--- config.mk ---
export PLATFORM = sky130hd
export DESIGN_NAME = valve_slave_io
export DESIGN_NICKNAME = d
export VERILOG_FILES = /design/src/pkg/valve_slave_pkg.sv /design/src/hw/valve_ms_timer.sv /design/src/hw/valve_slave_io.sv
export SDC_FILE = /design/constraint.sdc
export NUM_CORES = 1
export LEC_CHECK = 0
export BUFFER_PORTS_ARGS = -buffer_cell sky130_fd_sc_hd__buf_2
export CAP_MARGIN = 20
export CORE_MARGIN = 2
export CORE_UTILIZATION = 45
export DETAILED_ROUTE_END_ITERATION = 7
export PLACE_DENSITY = 0.61
export SLEW_MARGIN = 15
export SYNTH_ARGS = -nofsm -noshare
export SYNTH_HDL_FRONTEND = slang
export SYNTH_SLANG_ARGS = --single-unit
--- constraint.sdc ---
create_clock -name pclk -period 5.3 [get_ports pclk]
set_input_delay 0.795 -clock pclk [delete_from_list [all_inputs] [get_ports pclk]]
set_output_delay 0.795 -clock pclk [all_outputs]
set_load 0.03 [all_outputs]
--- src/pkg/valve_slave_pkg.sv ---
`default_nettype none

package valve_slave_pkg;

  // ----------------------------------------
  // clock and time base
  // ----------------------------------------
  localparam int CLK_HZ = 40_000_000;
  localparam int TICK_MS = 1;
  localparam int TICK_CYCLES = CLK_HZ / 1000 * TICK_MS;

  // ----------------------------------------
  // timing in milliseconds
  // ----------------------------------------
  localparam int KEY_HOLD_MS = 5000;
  localparam int POWER_FULL_MS = 100;
  localparam int WDOG_MS = 50;
  localparam int TRAVEL_MS = 2000;
  localparam int FLASH_HALF_MS = 250;
  localparam int FLICKER_HALF_MS = 50;

  // ----------------------------------------
  // field bus data bits
  // ----------------------------------------
  localparam int TOP_REACHED_BIT = 3;
  localparam int BOTTOM_REACHED_BIT = 2;
  localparam int UNUSED_OUTPUT_BIT = 1;
  localparam int PILOT_VALVE_CMD_BIT = 0;
  localparam int TEACH_CONTROL_PARAM = 0;

  // ----------------------------------------
  // position sensing
  // ----------------------------------------
  localparam logic [7:0] POS_TOL = 8'h04;
  localparam logic [7:0] POS_RESET = 8'h00;

  // ----------------------------------------
  // register map
  // ----------------------------------------
  localparam logic [7:0] CTRL_OFS = 8'h00;
  localparam logic [7:0] STATUS_OFS = 8'h04;
  localparam logic [7:0] POSITION_OFS = 8'h08;
  localparam logic [7:0] IRQ_STATUS_OFS = 8'h0c;
  localparam logic [7:0] IRQ_MASK_OFS = 8'h10;

  localparam int CTRL_START_BIT = 0;
  localparam int CTRL_STOP_BIT = 1;

  localparam int ST_TEACHING_BIT = 0;
  localparam int ST_VALVE_BIT = 1;
  localparam int ST_WDOG_BIT = 2;
  localparam int ST_PUCK_BIT = 3;
  localparam int ST_TOP_BIT = 4;
  localparam int ST_BOT_BIT = 5;
  localparam int ST_CAL_BIT = 6;

  localparam int IRQ_TEACH_DONE_BIT = 0;
  localparam int IRQ_WDOG_BIT = 1;
  localparam int IRQ_PUCK_LOST_BIT = 2;
  localparam int IRQ_KEY_START_BIT = 3;
  localparam logic [3:0] IRQ_MASK_RESET = 4'h0;

  // ----------------------------------------
  // teach sequence phases
  // ----------------------------------------
  typedef enum logic [2:0] {
    T_IDLE,
    T_CAPT_BOT,
    T_RISE,
    T_CAPT_TOP,
    T_FALL
  } teach_state_t;

endpackage

`default_nettype wire

--- src/hw/valve_ms_timer.sv ---
`default_nettype none

module valve_ms_timer #(
  parameter int LIMIT_MS = 100
) (
  // clock and reset
  input wire logic pclk,
  input wire logic presetn,
  // control
  input wire logic tick,
  input wire logic clear,
  // result
  output logic expired
);

  typedef struct packed {
    logic [15:0] cnt;
    logic expired;
  } tmr_t;

  tmr_t st;
  tmr_t next_st;

  always_comb begin
    next_st = st;
    if (clear) begin
      next_st.cnt = 16'h0000;
      next_st.expired = 1'b0;
    end else if (tick && !st.expired) begin
      if (st.cnt == 16'(LIMIT_MS - 1)) begin
        next_st.expired = 1'b1;
      end else begin
        next_st.cnt = st.cnt + 16'h0001;
      end
    end
  end

  always_ff @(posedge pclk or negedge presetn) begin
    if (!presetn) begin
      st <= '0;
    end else begin
      st <= next_st;
    end
  end

  assign expired = st.expired;

endmodule

`default_nettype wire

--- src/hw/valve_slave_io.sv ---
// Summary of operation
// - report top on bit 3, bottom bit 2
// - output bit 0 drives pilot; bit 1 ignored
// - parameter bit 0: zero starts, one stops teach
// - bus or key start the same teach
// - key held five seconds starts teach
// - teach: bottom, valve on, travel, top, off, return
// - ignore bus valve commands while teaching
// - full valve power, reduced after 100 ms
// - status LED flashes while teaching
// - status LED flickers when puck is missing
// - valve LED lit while pilot energized
// - bus LEDs dark unpowered, green when ok
// - watchdog expired, address nonzero: red only
// - address zero: green flashes, red on
// - overload or external reset: red flashes
//
// Implementation choices: the placing of the registers and the APB slave port.
`default_nettype none

module valve_slave_io
  import valve_slave_pkg::*;
#(
  parameter int TICK_COUNT = TICK_CYCLES,
  parameter int KEY_HOLD_TICKS = KEY_HOLD_MS,
  parameter int POWER_FULL_TICKS = POWER_FULL_MS,
  parameter int WDOG_TICKS = WDOG_MS,
  parameter int TRAVEL_TICKS = TRAVEL_MS,
  parameter int FLASH_TICKS = FLASH_HALF_MS,
  parameter int FLICKER_TICKS = FLICKER_HALF_MS
) (
  // clock and reset
  input wire logic pclk,
  input wire logic presetn,
  // apb slave
  input wire logic psel,
  input wire logic penable,
  input wire logic pwrite,
  input wire logic [7:0] paddr,
  input wire logic [31:0] pwdata,
  output logic [31:0] prdata,
  output logic pready,
  output logic pslverr,
  output logic irq,
  // field bus link layer
  input wire logic link_power_ok,
  input wire logic link_valid,
  input wire logic [3:0] link_out_data,
  input wire logic link_param_valid,
  input wire logic [3:0] link_param,
  input wire logic [4:0] slave_addr,
  input wire logic sensor_overload,
  input wire logic ext_reset,
  output logic [3:0] in_data,
  // local inputs
  input wire logic teach_key,
  input wire logic puck_present,
  input wire logic [7:0] position,
  // valve and indicators
  output logic valve_output,
  output logic valve_full_power,
  output logic valve_led,
  output logic status_led,
  output logic bus_led_green,
  output logic bus_led_red
);

  typedef struct packed {
    logic [15:0] tick_cnt;
    logic tick;
    logic [15:0] flash_cnt;
    logic flash;
    logic [15:0] flicker_cnt;
    logic flicker;
    logic [31:0] prdata;
    logic pready;
    logic pslverr;
    logic [3:0] irq_stat;
    logic [3:0] irq_mask;
    logic irq;
    teach_state_t phase;
    logic [15:0] tcnt;
    logic [7:0] bot_pos;
    logic [7:0] top_pos;
    logic calibrated;
    logic bus_cmd;
    logic key_prev;
    logic wdog_prev;
    logic puck_prev;
    logic [3:0] in_data;
    logic valve_output;
    logic valve_full_power;
    logic valve_led;
    logic status_led;
    logic bus_led_green;
    logic bus_led_red;
  } state_t;

  state_t st;
  state_t next_st;

  logic key_expired;
  logic power_expired;
  logic wdog_expired;

  logic access;
  logic commit;
  logic sw_start;
  logic sw_stop;
  logic bus_start;
  logic bus_stop;
  logic key_start;
  logic teaching;
  logic teach_valve;
  logic valve_on;
  logic top_hit;
  logic bot_hit;
  logic [3:0] events;
  logic [3:0] w1c;

  function automatic logic within_tol(input logic [7:0] a, input logic [7:0] b);
    logic [7:0] diff;
    diff = (a > b) ? 8'(a - b) : 8'(b - a);
    return diff <= POS_TOL;
  endfunction

  // ----------------------------------------
  // millisecond timers
  // ----------------------------------------
  valve_ms_timer #(.LIMIT_MS(KEY_HOLD_TICKS)) key_timer (
    .pclk(pclk),
    .presetn(presetn),
    .tick(st.tick),
    .clear(!teach_key),
    .expired(key_expired)
  );

  valve_ms_timer #(.LIMIT_MS(POWER_FULL_TICKS)) power_timer (
    .pclk(pclk),
    .presetn(presetn),
    .tick(st.tick),
    .clear(!st.valve_output),
    .expired(power_expired)
  );

  valve_ms_timer #(.LIMIT_MS(WDOG_TICKS)) wdog_timer (
    .pclk(pclk),
    .presetn(presetn),
    .tick(st.tick),
    .clear(link_valid),
    .expired(wdog_expired)
  );

  // ----------------------------------------
  // next state
  // ----------------------------------------
  always_comb begin
    next_st = st;
    access = psel && penable;
    commit = access && st.pready && pwrite;
    sw_start = 1'b0;
    sw_stop = 1'b0;
    w1c = 4'h0;
    events = 4'h0;

    // millisecond tick and blink rates
    next_st.tick = 1'b0;
    if (st.tick_cnt == 16'(TICK_COUNT - 1)) begin
      next_st.tick_cnt = 16'h0000;
      next_st.tick = 1'b1;
    end else begin
      next_st.tick_cnt = st.tick_cnt + 16'h0001;
    end
    if (st.tick) begin
      if (st.flash_cnt == 16'(FLASH_TICKS - 1)) begin
        next_st.flash_cnt = 16'h0000;
        next_st.flash = !st.flash;
      end else begin
        next_st.flash_cnt = st.flash_cnt + 16'h0001;
      end
      if (st.flicker_cnt == 16'(FLICKER_TICKS - 1)) begin
        next_st.flicker_cnt = 16'h0000;
        next_st.flicker = !st.flicker;
      end else begin
        next_st.flicker_cnt = st.flicker_cnt + 16'h0001;
      end
    end

    // apb: one wait state, read data and error prepared in it
    next_st.pready = access && !st.pready;
    if (access && !st.pready) begin
      next_st.pslverr = 1'b0;
      next_st.prdata = 32'h0000_0000;
      case (paddr)
        CTRL_OFS: begin
          next_st.prdata = 32'h0000_0000;
        end
        STATUS_OFS: begin
          next_st.prdata[ST_TEACHING_BIT] = st.phase != T_IDLE;
          next_st.prdata[ST_VALVE_BIT] = st.valve_output;
          next_st.prdata[ST_WDOG_BIT] = wdog_expired;
          next_st.prdata[ST_PUCK_BIT] = puck_present;
          next_st.prdata[ST_TOP_BIT] = st.in_data[TOP_REACHED_BIT];
          next_st.prdata[ST_BOT_BIT] = st.in_data[BOTTOM_REACHED_BIT];
          next_st.prdata[ST_CAL_BIT] = st.calibrated;
        end
        POSITION_OFS: begin
          next_st.prdata[15:0] = {st.top_pos, st.bot_pos};
        end
        IRQ_STATUS_OFS: begin
          next_st.prdata[3:0] = st.irq_stat;
        end
        IRQ_MASK_OFS: begin
          next_st.prdata[3:0] = st.irq_mask;
        end
        default: begin
          next_st.pslverr = 1'b1;
        end
      endcase
    end else if (!access) begin
      next_st.pslverr = 1'b0;
    end
    if (commit) begin
      case (paddr)
        CTRL_OFS: begin
          sw_start = pwdata[CTRL_START_BIT];
          sw_stop = pwdata[CTRL_STOP_BIT];
        end
        IRQ_STATUS_OFS: begin
          w1c = pwdata[3:0];
        end
        IRQ_MASK_OFS: begin
          next_st.irq_mask = pwdata[3:0];
        end
        default: begin
          w1c = 4'h0;
        end
      endcase
    end

    // teach requests from key and bus
    next_st.key_prev = key_expired;
    key_start = key_expired && !st.key_prev;
    bus_start = link_param_valid && !link_param[TEACH_CONTROL_PARAM];
    bus_stop = link_param_valid && link_param[TEACH_CONTROL_PARAM];
    if (link_valid) begin
      next_st.bus_cmd = link_out_data[PILOT_VALVE_CMD_BIT];
    end

    // teach sequence
    teaching = st.phase != T_IDLE;
    case (st.phase)
      T_IDLE: begin
        if ((sw_start || bus_start || key_start) && puck_present) begin
          next_st.phase = T_CAPT_BOT;
        end
      end
      T_CAPT_BOT: begin
        next_st.bot_pos = position;
        next_st.tcnt = 16'h0000;
        next_st.phase = T_RISE;
      end
      T_RISE: begin
        if (st.tick) begin
          next_st.tcnt = st.tcnt + 16'h0001;
        end
        if (st.tcnt == 16'(TRAVEL_TICKS)) begin
          next_st.phase = T_CAPT_TOP;
        end
      end
      T_CAPT_TOP: begin
        next_st.top_pos = position;
        next_st.tcnt = 16'h0000;
        next_st.phase = T_FALL;
      end
      T_FALL: begin
        if (st.tick) begin
          next_st.tcnt = st.tcnt + 16'h0001;
        end
        if (st.tcnt == 16'(TRAVEL_TICKS)) begin
          next_st.phase = T_IDLE;
          next_st.calibrated = 1'b1;
          events[IRQ_TEACH_DONE_BIT] = 1'b1;
        end
      end
      default: begin
        next_st.phase = T_IDLE;
      end
    endcase
    if (teaching && (sw_stop || bus_stop || !puck_present)) begin
      next_st.phase = T_IDLE;
    end

    // pilot valve drive
    teach_valve = (st.phase == T_RISE) || (st.phase == T_CAPT_TOP);
    if (next_st.phase == T_IDLE) begin
      valve_on = st.bus_cmd && !wdog_expired;
    end else begin
      valve_on = teach_valve;
    end
    next_st.valve_output = valve_on;
    next_st.valve_full_power = valve_on && !power_expired;
    next_st.valve_led = valve_on;

    // end position reporting
    top_hit = st.calibrated && puck_present && within_tol(position, st.top_pos);
    bot_hit = st.calibrated && puck_present && within_tol(position, st.bot_pos);
    next_st.in_data = 4'h0;
    next_st.in_data[TOP_REACHED_BIT] = top_hit;
    next_st.in_data[BOTTOM_REACHED_BIT] = bot_hit;

    // status LED
    if (!puck_present) begin
      next_st.status_led = st.flicker;
    end else if (teaching) begin
      next_st.status_led = st.flash;
    end else begin
      next_st.status_led = 1'b0;
    end

    // bus LEDs
    if (!link_power_ok) begin
      next_st.bus_led_green = 1'b0;
      next_st.bus_led_red = 1'b0;
    end else if (sensor_overload || ext_reset) begin
      next_st.bus_led_green = 1'b0;
      next_st.bus_led_red = st.flash;
    end else if (slave_addr == 5'h00) begin
      next_st.bus_led_green = st.flash;
      next_st.bus_led_red = 1'b1;
    end else if (wdog_expired) begin
      next_st.bus_led_green = 1'b0;
      next_st.bus_led_red = 1'b1;
    end else begin
      next_st.bus_led_green = 1'b1;
      next_st.bus_led_red = 1'b0;
    end

    // sticky interrupt events, set wins over clear
    next_st.wdog_prev = wdog_expired;
    next_st.puck_prev = puck_present;
    events[IRQ_WDOG_BIT] = wdog_expired && !st.wdog_prev;
    events[IRQ_PUCK_LOST_BIT] = st.puck_prev && !puck_present;
    events[IRQ_KEY_START_BIT] = key_start;
    next_st.irq_stat = (st.irq_stat & ~w1c) | events;
    next_st.irq = |(next_st.irq_stat & next_st.irq_mask);
  end

  // ----------------------------------------
  // state register
  // ----------------------------------------
  always_ff @(posedge pclk or negedge presetn) begin
    if (!presetn) begin
      st <= '0;
      st.phase <= T_IDLE;
      st.bot_pos <= POS_RESET;
      st.top_pos <= POS_RESET;
      st.irq_mask <= IRQ_MASK_RESET;
    end else begin
      st <= next_st;
    end
  end

  // ----------------------------------------
  // outputs
  // ----------------------------------------
  assign prdata = st.prdata;
  assign pready = st.pready;
  assign pslverr = st.pslverr;
  assign irq = st.irq;
  assign in_data = st.in_data;
  assign valve_output = st.valve_output;
  assign valve_full_power = st.valve_full_power;
  assign valve_led = st.valve_led;
  assign status_led = st.status_led;
  assign bus_led_green = st.bus_led_green;
  assign bus_led_red = st.bus_led_red;

endmodule

`default_nettype wire

# [Yosys cells after proc, flatten, opt, wreduce, memory -nomap -nowiden]
# Index checks and enable logic that the tools add are counted.
[word_totals] reg_bits=176 out_inout_bits=45
[classes] addsub=11 magnitude_cmp=4 n_eq_ne=24 n_mux=48 bitwise_logic=4 reduce_logical=57
[op_table] cell="adder 16 x 1 -> 16 bit (second input constant)" count=7
[op_table] cell="2-to-1 mux 16 bit" count=7
[op_table] cell="2-to-1 mux 17 bit" count=6
[op_table] cell="equality test 16 x 6 -> 1 bit (second input constant)" count=2
[op_table] cell="one-hot mux 16 bit (2 select lines)" count=1
[op_table] cell="subtractor 8 bit" count=4
[op_table] cell="AND reduction 2 bit" count=10
[op_table] cell="logical AND 1 bit" count=19
[op_table] cell="equality test 16 x 11 -> 1 bit (second input constant)" count=1
[op_table] cell="equality test 16 x 13 -> 1 bit (second input constant)" count=1
[op_table] cell="equality test 16 bit (second input constant)" count=1
[op_table] cell="equality test 16 x 7 -> 1 bit (second input constant)" count=1
[op_table] cell="equality test 16 x 8 -> 1 bit (second input constant)" count=1
[op_table] cell="equality test 8 x 4 -> 1 bit (second input constant)" count=2
[op_table] cell="greater-than comparator 8 bit" count=2
[op_table] cell="less-or-equal comparator 8 x 3 -> 1 bit (second input constant)" count=2
[op_table] cell="2-to-1 mux 1 bit" count=16
[op_table] cell="2-to-1 mux 4 bit" count=4
[op_table] cell="2-to-1 mux 8 bit" count=2
[op_table] cell="one-hot mux 4 bit (4 select lines)" count=1
[op_table] cell="one-hot mux 3 bit (5 select lines)" count=1
[op_table] cell="2-to-1 mux 3 bit" count=4
[op_table] cell="logical NOT 1 bit" count=10
[op_table] cell="inequality test 2 x 1 -> 1 bit (second input constant)" count=5
[op_table] cell="21 further kinds" count=38

# [Longest topological paths before layout]
# Gate-level depths: netlist of the first run.
[depth] depth_word=13 ltp_mapped=12 ltp_nobuf=9

# [By module]
# From an unflattened synthesis of the first run, not the netlist that was laid out.
[unflattened] cells_unflattened=1052 hier_area_um2=10013.4
[modules_own_cells] module="valve_slave_io" instances=1 cells_each=778 area_each_um2=7254.5 seq_area_each_um2=3128.0
[modules_own_cells] module="valve_ms_timer (wdog_timer)" instances=1 cells_each=92 area_each_um2=937.1 seq_area_each_um2=425.4
[modules_own_cells] module="valve_ms_timer (key_timer)" instances=1 cells_each=92 area_each_um2=913.4 seq_area_each_um2=425.4
[modules_own_cells] module="valve_ms_timer (power_timer)" instances=1 cells_each=90 area_each_um2=908.4 seq_area_each_um2=425.4

# [Least setup slack after synthesis of the first run]
# No wires, ideal clock.
[synth_timing] path_type="input to register" startpoint="input position[6]" endpoint="register st (netlist bit in_data[3])" setup_time_ns=0.111 arrival_time_ns=2.796 required_ns=5.189 setup_slack_ns=2.393 path_stages=12 n_path_buf=3 path_cell_list="inv_1 ha_1 buf_4 nand4_1 or2_0 buf_2 and2_4 buf_6 o32a_1 a31o_1 o31a_1 a2111oi_2"
[synth_rtl] element="start: declaration" line_no="valve_slave_io.sv:58" source="input wire logic [7:0] position,"
[synth_rtl] element="end signal: assignment" line_no="valve_slave_io.sv:360" source="st <= next_st;"
[synth_rtl] element="end: declaration" line_no="valve_slave_io.sv:99" source="state_t st;"

# [Worst setup path after layout of the first run]
[layout_timing] startpoint="input position[1]" endpoint="register st (netlist bit in_data[2])"
[layout_via] elab_chain_cells=4 elab_cells_between_ends=6 cone_classes="add/sub (2); order compare (2); mux (1); reduce/logical (1)"
[layout_lines] element="subtractor 8 bit / greater-than comparator 8 bit (equally long branches)" line_no="valve_slave_io.sv:123" source="diff = (a > b) ? 8'(a - b) : 8'(b - a);"
[layout_lines] element="2-to-1 mux 8 bit *" line_no="valve_slave_io.sv:123"
[layout_lines] element="less-or-equal comparator 8 x 3 -> 1 bit *" line_no="valve_slave_io.sv:124" source="return diff <= POS_TOL;"
[layout_lines] element="logical AND 1 bit *" line_no="valve_slave_io.sv:307" source="bot_hit = st.calibrated && puck_present && within_tol(position, st.bot_pos);"
[layout_lines] element="via bot_hit" line_no="valve_slave_io.sv:117" source="logic bot_hit;"
# The timed path passes the listed nets; every way through them passes the cells marked *.
# A chain may end at the register's enable or synchronous reset.

==> out/metrics.yaml, run 1 <==
worst_setup_path:
  cp_slowest_cell: "o41ai_1"
  path_class: "in -> reg"
  regToRegSetupSlack_ns: 2.58
  critPathCaptureType: "register"
  r2r-start: "st[17]"
  r2r-end: "in_data[3]"
  cpPeakStageDelay_ns: 0.54
  arrival_ns: 3.26
  endpoint: "in_data[2]"
  cp-startpoint: "position[1]"
  path_buf_inv: 2
  cp_top_family: "compound AO/OA/AOI/OAI gates"
  path_cells: "buf_2 -> inv_1 -> ha_1 -> nor2b_1 -> o31a_1 -> o41ai_1 -> o21ai_0 -> a311oi_1 -> o22ai_1 -> nor4_1"
  r2r_cells: 8
  cp.required_ns: 5.62
  crit_path_max_fanout: 5
  worst-path-stages: 10
  start_kind: "input pin"
routing:
  viasPerCell: 5.35
  drt_iter0_drc: 382
  wl_per_cell_um: 15.2
  routed-via-count: 7264
  drt-total-wl_um: 20600
  antenna_left: 0
  first_pass_iters: 5
  drc: 0
placed_design:
  place.gp.congestion: 0.852
  portBuffers: 65
  pre_cts_slack_ns: 1.97
  hpwl_um: 14900
final_layout:
  syn_to_final_growth_pct: 10.1
  nFillCells: 1983
  fin_nets: 1182
  drive_gt1_share_pct: 10.8
  post-route-util_pct: 50.7
global_route:
  globalRouteOverflowTotal: 0
  track_usage_pct: 19.3
  grt_start_max_net_pins: 107
  antenna_found_initial: 4
  grt_pass1_wl_um: 34800
  grt_pass1_vias: 6835
cts:
  ctsLongestPathBuffers: 2
  cts_tree: "done"
  cts_setup_buffers: 0
  clock_latency_ns: 0.43
  cts_buffers: 17
  root_buffer: "clkbuf_16"
  cts_htree_levels: 4
  path_clk_slew_ns: 0.07
  ctsHoldBuffers: 0
  cts_resized: 0
  cts.sinks: 176
sta:
  skew_ns: 0.00768
  final_hold_viol_count: 0
  slew_headroom_pct: 29.5
  min_period_ns: 2.94
  rsz0062_at_grt: "false"
  drv_slew: 0
  setup_slack_ns: 2.36
  fmax_mhz: 340
  setup_viol: 0
  min_period_over_period_pct: 55.5
  max_slew.worst_pin.slew_ns: 1.05
  finalSetupTns_ns: 0
yosys:
  synthCells: 1027
  yosysWarnings: 0
  synth-edff-count: 0
  synth_top_area_share_pct: 45.2
  synth-seq-cells: 176
  synth_area_leaders: "dfrtp_1 (45%), ha_1 (5.3%), xnor2_1 (4.6%)"
  synthArstFlopShare_pct: 100
  yosysMostFrequentCell: "dfrtp_1"
  syn_area_mm2: 0.00974
  syn_area_per_cell_um2: 9.48
  yosysSeqAreaShare_pct: 45.2
  synth_largest_area_cell: "dfrtp_1"
  ys.flop_type: "dfrtp_1"
  synth_common_cells: "dfrtp_1 (176), nand2_1 (110), nor2_1 (97)"
  synth_cell_types: 77
hold_path:
  hp-class: "in -> async"
die:
  fp.coreArea_mm2: 0.0212
  die_w_um: 151
  die-area_mm2: 0.0228
  start_util_pct: 46.0
  fp-row-count: 53
  die_y_um: 151
  pin_count: 118
power:
  ir_drop_mv: 0.205
  p_per_area_mw_per_mm2: 356
  power_leakage_uw: 0.00504
run:
  maxCapViolCount: 0
status:
  status: "complete, no violations"
==> worst register-to-register path, stage by stage (launching register included) <==
cell       delay, ns
dfrtp_1         0.43
ha_1            0.38
a21oi_1         0.24
a21boi_1        0.16
o211ai_1        0.53
nand3_1         0.15
a311oi_1        0.35
xnor2_1         0.16
a2111oi_2       0.23
==> kinds of logic after synthesis <==
family          synth area share, %
fa+ha+maj                      5.27
compound gates                 11.0
simple gates                   22.7
other cells                  0.0385
flops                          45.2
mux                            1.43
xor+xnor                       8.54
buf+inv                        5.87
==> sequential cells by signal, indices dropped and copies added (netlist names) <==
name / flops
st: 99
valve_full_power: 1
power_timer.expired: 1
wdog_timer.st: 16
wdog_timer.expired: 1
pslverr: 1
in_data: 2
irq: 1
valve_led: 1
prdata: 16
bus_led_green: 1
bus_led_red: 1
key_timer.st: 16
status_led: 1
key_timer.expired: 1
pready: 1
power_timer.st: 16
==> final cells by class <==
type | count | area [um^2] | area share, %
antenna | 3 | 7.51 | 0.0700
clock inverter | 14 | 151 | 1.41
multi-input combinational | 758 | 4830 | 45.0
clock buffer | 18 | 439 | 4.09
timing repair buffer | 69 | 382 | 3.56
sequential | 176 | 4400 | 41.0
inverter | 46 | 173 | 1.61
tap | 275 | 344 | 3.21
==> power by group <==
| part | switching [uW] | internal [uW] |
|---|---|---|
| clock | 573 | 678 |
| combinational | 633 | 398 |
| sequential | 114 | 1420 |
==> worst min-delay path by stage <==
stage | from | cells past startpoint | endpoint
2_1_floorplan | key_timer.expired | 0 | st[12]
6_report | presetn | 1 | wdog_timer.st[9]
5_1_grt | presetn | 1 | wdog_timer.st[7]
4_1_cts | key_timer.expired | 0 | st[12]
3_5_place_dp | key_timer.expired | 0 | st[12]
3_3_place_gp | key_timer.expired | 0 | st[12]
==> cells in the final DEF (no fill, tap or decap), drive strengths merged, types with 5 or more instances in the layout <==
| cell type | netlist | routed |
|---|---|---|
| nor2b | 14 | 14 |
| nor3 | 19 | 19 |
| and4 | 10 | 10 |
| mux2 | 7 | 7 |
| nor2 | 97 | 97 |
| or3 | 8 | 8 |
| o22ai | 7 | 7 |
| or4 | 5 | 5 |
| a211oi | 5 | 5 |
| and2 | 18 | 18 |
| o31a | 5 | 5 |
| a21boi | 7 | 7 |
| nand4 | 26 | 26 |
| clkbuf | 21 | 18 |
| a21oi | 23 | 23 |
| mux2i | 6 | 6 |
| conb | 1 | 18 |
| nand2b | 9 | 9 |
| clkinv | 1 | 7 |
| and3 | 32 | 32 |
| nor4 | 11 | 11 |
| xnor2 | 51 | 51 |
| inv | 45 | 51 |
| nand3 | 52 | 52 |
| dfrtp | 176 | 176 |
| buf | 43 | 69 |
| a221oi | 5 | 5 |
| nand2 | 111 | 111 |
| o21ai | 49 | 49 |
| ha | 41 | 41 |
| nor4b | 5 | 5 |
| xor2 | 44 | 44 |
==> per-layer routing <==
layer | share of wire, % | global-route usage [%]
met5 | 0.063 | 0
met4 | 1.6 | 6.21
met3 | 4.2 | 3.86
met2 | 43 | 28.1
met1 | 51 | 28.7
==> metrics by stage <==
step / area [um^2] / hold slack (ns) / total power, uW / instances
2_1_floorplan: 9800 / 0.380 / 2340 / 1044
3_3_place_gp: 10100 / 0.403 / 2560 / 1323
3_5_place_dp: 10100 / 0.416 / 2570 / 1323
4_1_cts: 10700 / 0.434 / 3830 / 1355
5_1_grt: 10700 / 0.211 / 4040 / 1358
6_report: 10700 / 0.215 / 3820 / 1359
Note: power is estimated with default switching activity, not from simulation.
==> run 2, diff against run 1 <==
clock period = 2.9 ns   (was 5.3 ns; I/O delays follow)
==> out/metrics.yaml, run 2 (synthesized netlist as in run 1, its figures left out) <==
status:
  status: "complete, no violations"  # unchanged
final_layout:
  drive_gt1_share_pct: 13.3  # was 10.8%
  final_cell_mix: "dfrtp_1 (176), nand2_1 (110), nor2_1 (97), buf_2 (64), nand3_1 (52)"  # unchanged
  largest_reg_flops: 99  # unchanged
  syn_to_final_growth_pct: 12.7  # was 10.1%
  regMostFlops: "st"  # unchanged
  fin_nets: 1214  # was 1,182
  final_common_cell: "dfrtp_1"  # unchanged
power:
  pwr-share-seq_pct: 38.6  # was 40.3%
  p_comb_share_pct: 29.0  # was 27.0%
  p_int_uw: 4850  # was 2500 uW
  power_uw: 7190  # was 3820 uW
  p_per_area_mw_per_mm2: 655  # was 356 mW/mm^2
  pwr-share-clk_pct: 32.4  # was 32.8%
  power_leakage_uw: 0.00520  # was 0.00504 uW
  p_sw_share_pct: 32.6  # was 34.5%
  ir_drop_mv: 0.353  # was 0.205 mV
  p_switching_uw: 2340  # was 1320 uW
sta:
  max_slew.worst_pin.slew_ns: 0.584  # was 1.05 ns
  min_period_ns: 2.59
  setup_viol: 0  # unchanged
  fmax_mhz: 386
  finalSetupTns_ns: 0  # unchanged
  rsz0062_at_grt: "false"  # unchanged
  skew_ns: 0.00722  # was 0.00768 ns
  drv_slew: 0  # unchanged
  slew_headroom_pct: 61.0  # was 29.5%
  min_period_over_period_pct: 89.4
  holdWs_ns: 0.246  # was 0.215 ns
  final_hold_viol_count: 0  # unchanged
routing:
  drt_iter0_drc: 357  # was 382
  antenna_left: 0  # unchanged
  drc: 0  # unchanged
  drt-total-wl_um: 20700  # was 20,600 um
  wl_per_cell_um: 14.9  # was 15.2 um
  viasPerCell: 5.32  # was 5.35
  routed-via-count: 7383  # was 7,264
  first_pass_iters: 5  # unchanged
die:
  pin_count: 118  # unchanged
  fp-row-count: 53  # unchanged
  die-area_mm2: 0.0228  # unchanged
  fp.coreArea_mm2: 0.0212  # unchanged
  die_w_um: 151  # unchanged
  die_y_um: 151  # unchanged
  start_util_pct: 46.0  # unchanged
hold_path:
  hp-class: "in -> reg"  # was in -> async
  hp-start: "link_power_ok"
cts:
  cts_buffers: 17  # unchanged
  ctsLongestPathBuffers: 2  # unchanged
  clock_latency_ns: 0.43  # about the same
  cts_htree_levels: 4  # unchanged
  root_buffer: "clkbuf_16"  # unchanged
  path_clk_slew_ns: 0.07  # about the same
  cts_tree: "done"  # unchanged
  cts.sinks: 176  # unchanged
worst_setup_path:
  path_buf_inv: 2  # unchanged
  cp_top_family: "simple AND/OR/NAND/NOR gates"  # was compound AO/OA/AOI/OAI gates
  start_kind: "register"  # was input pin
  path_cells: "inv_1 -> ha_1 -> and4_1 -> nand2_2 -> buf_4 -> o211a_1 -> or4_1 -> o311ai_0 -> o22ai_1 -> nor4_1"  # was buf_2 -> inv_1 -> ha_1 -> nor2b_1 -> o31a_1 -> o41ai_1 -> o21ai_0 -> a311oi_1 -> o22ai_1 -> nor4_1
  crit_path_max_fanout: 5  # unchanged
  cp-startpoint: "st[30]"  # was position[1]
  cp_slowest_cell: "or4_1"  # was o41ai_1
  critPathCaptureType: "register"  # unchanged
  r2r-start: "st[30]"  # was st[17]
  arrival_ns: 2.92  # was 3.26 ns
  path_class: "reg -> reg"  # was in -> reg
  cpPeakStageDelay_ns: 0.48  # was 0.54 ns
  cp.required_ns: 3.22  # was 5.62 ns
run:
  maxCapViolCount: 0  # unchanged
global_route:
  grt_pass1_vias: 7036  # was 6,835
  grt_start_max_net_pins: 61  # was 107
  track_usage_pct: 19.6  # was 19.3%
  globalRouteOverflowTotal: 0  # unchanged
  grt_pass1_wl_um: 35200  # was 34,800 um
  antenna_found_initial: 3  # was 4
placed_design:
  place.gp.congestion: 0.872  # was 0.852
  hpwl_um: 15400  # was 14,900 um
  portBuffers: 65  # unchanged
==> run 2: cell types whose count changed in the layout (fill, tap and decap cells not counted), sizes merged <==
cell,delta
diode,-2
inv,-5
bufinv,+1
dlygate4sd3,+1
clkinv,-2
buf,+31
clkbuf,+3
clkinvlp,+3
==> run 2: cell type report <==
cell class / instances / area [um^2]
timing repair buffer: 101 / 617
clock inverter: 11 / 130
multi-input combinational: 758 / 4830
tap: 275 / 344
sequential: 176 / 4400
antenna: 1 / 2.50
inverter: 46 / 173
clock buffer: 21 / 480
fill: 1967 / 10200
==> run 2: path summary, 6_finish.rpt <==
path	endpoint	cells past startpoint	slack (ns)
worst max-delay path	in_data[2]	10	0.31
worst min-delay path	bus_led_red	3	0.25
max in group asynchronous	prdata[1]	3	1.55
worst min register to register	st[12]	0	0.42
min in group asynchronous	wdog_timer.st[7]	2	0.55
worst max register to register	in_data[2]	10	0.31
==> run 2: worst reg2reg max path: stages (launching register included) <==
cell,delay [ns]
dfrtp_1,0.38
inv_1,0.07
ha_1,0.37
and4_1,0.32
nand2_2,0.12
buf_4,0.16
o211a_1,0.18
or4_1,0.48
o311ai_0,0.11
o22ai_1,0.14
nor4_1,0.18
==> run 2: power by group through the flow <==
stage                     registers (uW)  clock network, uW  logic, uW
after global placement              2830                  0       2070
final                               2780               2330       2080
after detailed placement            2820                  0       2080
after CTS                           2780               2390       2080
after global routing                2800               2500       2360
after floorplan                     2780                  0       1490
==> run 2: per-stage QoR <==
step                      util [%]  instance area, um^2  worst slack [ns]  std cells
final                         51.9                11000             0.306       1389
after floorplan                  -                 9800             0.353       1044
after detailed placement      49.0                10400             0.108       1355
after CTS                     51.9                11000             0.296       1388
after global placement        49.0                10400             0.115       1355
after global routing          51.9                11000            0.0368       1388
==> run 2: per-layer routing <==
layer / share of wire (%) / vias up / wire [um] / global-route usage (%)
met1: 51 / 3527 / 10500 / 29.7
met3: 4.3 / 23 / 886 / 3.73
met4: 1.9 / 2 / 391 / 6.50
met2: 43 / 137 / 8890 / 28.0
li1: - / 3694 / - / -
met5: 0.053 / - / 11 / 0
==> run 2: repair_timing <==
action	in CTS	in global routing
resized for setup	0	0
setup buffers	0	0
hold endpoints to repair	6	0
hold buffers	1	0
setup endpoints to repair	0	0
==> run 3, diff against run 2 <==
GPL_TIMING_DRIVEN = 1   (was default)
PLACE_DENSITY = default   (was 0.61)
PLACE_DENSITY_LB_ADDON = 0.2   (was default)
SLEW_MARGIN = 20   (was 15)
==> out/metrics.yaml, run 3 (synthesized netlist as in run 1, its figures left out) <==
status:
  status: "complete, no violations"  # unchanged
routing:
  drt_iter0_drc: 423  # was 357
  drc: 0  # unchanged
  routed-via-count: 7366  # was 7,383
  wl_per_cell_um: 14.8  # was 14.9 um
  first_pass_iters: 5  # unchanged
  viasPerCell: 5.31  # was 5.32
  antenna_left: 0  # unchanged
  drt-total-wl_um: 20500  # was 20,700 um
global_route:
  track_usage_pct: 18.7  # was 19.6%
  globalRouteOverflowTotal: 0  # unchanged
  grt_pass1_wl_um: 34200  # was 35,200 um
  grt_pass1_vias: 6940  # was 7,036
  grt_start_max_net_pins: 68  # was 61
  antenna_found_initial: 4  # was 3
worst_setup_path:
  cp.required_ns: 3.23  # was 3.22 ns
  start_kind: "register"  # unchanged
  r2r-end: "in_data[2]"  # unchanged
  path_class: "reg -> reg"  # unchanged
  arrival_ns: 2.96  # was 2.92 ns
  crit_path_max_fanout: 5  # unchanged
  r2r_cells: 10  # unchanged
  r2r-start: "st[30]"  # unchanged
  critPathCaptureType: "register"  # unchanged
  regToRegSetupSlack_ns: 0.27  # was 0.31 ns
placed_design:
  portBuffers: 65  # unchanged
  place.gp.congestion: 0.865  # was 0.872
  pre_cts_slack_ns: 0.0449  # was 0.108 ns
  hpwl_um: 14800  # was 15,400 um
  place_inst: 1350  # was 1,355
final_layout:
  drive_gt1_share_pct: 13.0  # was 13.3%
  post-route-util_pct: 51.6  # was 51.9%
  regMostFlops: "st"  # unchanged
  nFillCells: 1937  # was 1,967
  final_common_cell: "dfrtp_1"  # unchanged
  fin_nets: 1209  # was 1,214
  syn_to_final_growth_pct: 12.0  # was 12.7%
  largest_reg_flops: 99  # unchanged
  final_cell_mix: "dfrtp_1 (176), nand2_1 (110), nor2_1 (97), buf_2 (64), nand3_1 (52)"  # unchanged
  fin_cells: 1386  # was 1,389
cts:
  cts_htree_levels: 4  # unchanged
  path_clk_slew_ns: 0.07  # about the same
  cts.sinks: 176  # unchanged
  clock_latency_ns: 0.43  # about the same
  ctsLongestPathBuffers: 2  # unchanged
  cts_tree: "done"  # unchanged
  root_buffer: "clkbuf_16"  # unchanged
  ctsHoldBuffers: 0  # was 1
  cts_buffers: 17  # unchanged
power:
  power_leakage_uw: 0.00516  # was 0.00520 uW
  ir_drop_mv: 0.356  # was 0.353 mV
  p_per_area_mw_per_mm2: 650  # was 655 mW/mm^2
sta:
  min_period_ns: 2.63  # was 2.59 ns
  skew_ns: 0.00716  # was 0.00722 ns
  setup_slack_ns: 0.267  # was 0.306 ns
  max_slew.worst_pin.slew_ns: 0.597  # was 0.584 ns
  final_hold_viol_count: 0  # unchanged
  holdWs_ns: 0.0217  # was 0.246 ns
  finalSetupTns_ns: 0  # unchanged
  setup_viol: 0  # unchanged
  slew_headroom_pct: 60.1  # was 61.0%
  rsz0062_at_grt: "false"  # unchanged
  drv_slew: 0  # unchanged
  fmax_mhz: 380  # was 386 MHz
  min_period_over_period_pct: 90.8  # was 89.4%
die:
  die_y_um: 151  # unchanged
  die_w_um: 151  # unchanged
  fp-row-count: 53  # unchanged
  die-area_mm2: 0.0228  # unchanged
  fp.coreArea_mm2: 0.0212  # unchanged
  start_util_pct: 46.0  # unchanged
  pin_count: 118  # unchanged
hold_path:
  hp-class: "in -> async"  # was in -> reg
run:
  maxCapViolCount: 0  # unchanged
run 3: layout make-up:
type                            instances  area [um^2]  share of cell area, %
Inverter                               46          173                   1.58
Clock inverter                         13          131                   1.20
Sequential cell                       176         4400                   40.4
Clock buffer                           19          443                   4.06
Timing Repair Buffer                   96          579                   5.31
Tap cell                              275          344                   3.15
Antenna cell                            3         7.51                 0.0688
Multi-Input combinational cell        758         4830                   44.3
run 3: worst max-delay path by stage:
stage	from	to	slack, ns	depth (start not counted)
floorplan	position[6]	in_data[3]	0.35	12
global placement	position[1]	in_data[3]	0.06	10
detailed placement	position[1]	in_data[3]	0.04	10
CTS	st[30]	in_data[2]	0.26	10
global route	st[30]	in_data[2]	0.02	10
finish	st[30]	in_data[2]	0.27	10
run 3: timing repair:
action,in CTS,in global routing
setup buffers,0,1
gates resized for setup,0,2
endpoints found under the setup margin,0,2
run 3: report_power, final:
part	leakage [uW]	internal (uW)	switching, uW	total, uW
Clock	0.000271	1220	1010	2240
Sequential	0.00238	2600	213	2810
Combinational	0.00251	866	1180	2040
run 3: through the flow:
step | power [uW] | instance area (um^2)
floorplan | 4270 | 9800
global placement | 4860 | 10300
detailed placement | 4870 | 10300
CTS | 7140 | 10900
global route | 7520 | 10900
finish | 7090 | 10900
run 3: worst max-delay path, stage by stage, from the launching register on:
cell	delay [ns]
dfrtp_1	0.42
inv_1	0.09
ha_1	0.36
and4_1	0.31
nand2_2	0.12
buf_4	0.16
o211a_1	0.17
or4_1	0.48
o311ai_0	0.11
o22ai_1	0.15
nor4_1	0.18
run 3: metal layers:
metal | vias up | routed length, um | track usage, %
met2 | 154 | 8730 | 27.7
met4 | 2 | 301 | 4.77
met3 | 27 | 1000 | 4.70
li1 | 3696 | - | -
met5 | - | 16 | 0
met1 | 3487 | 10400 | 27.4
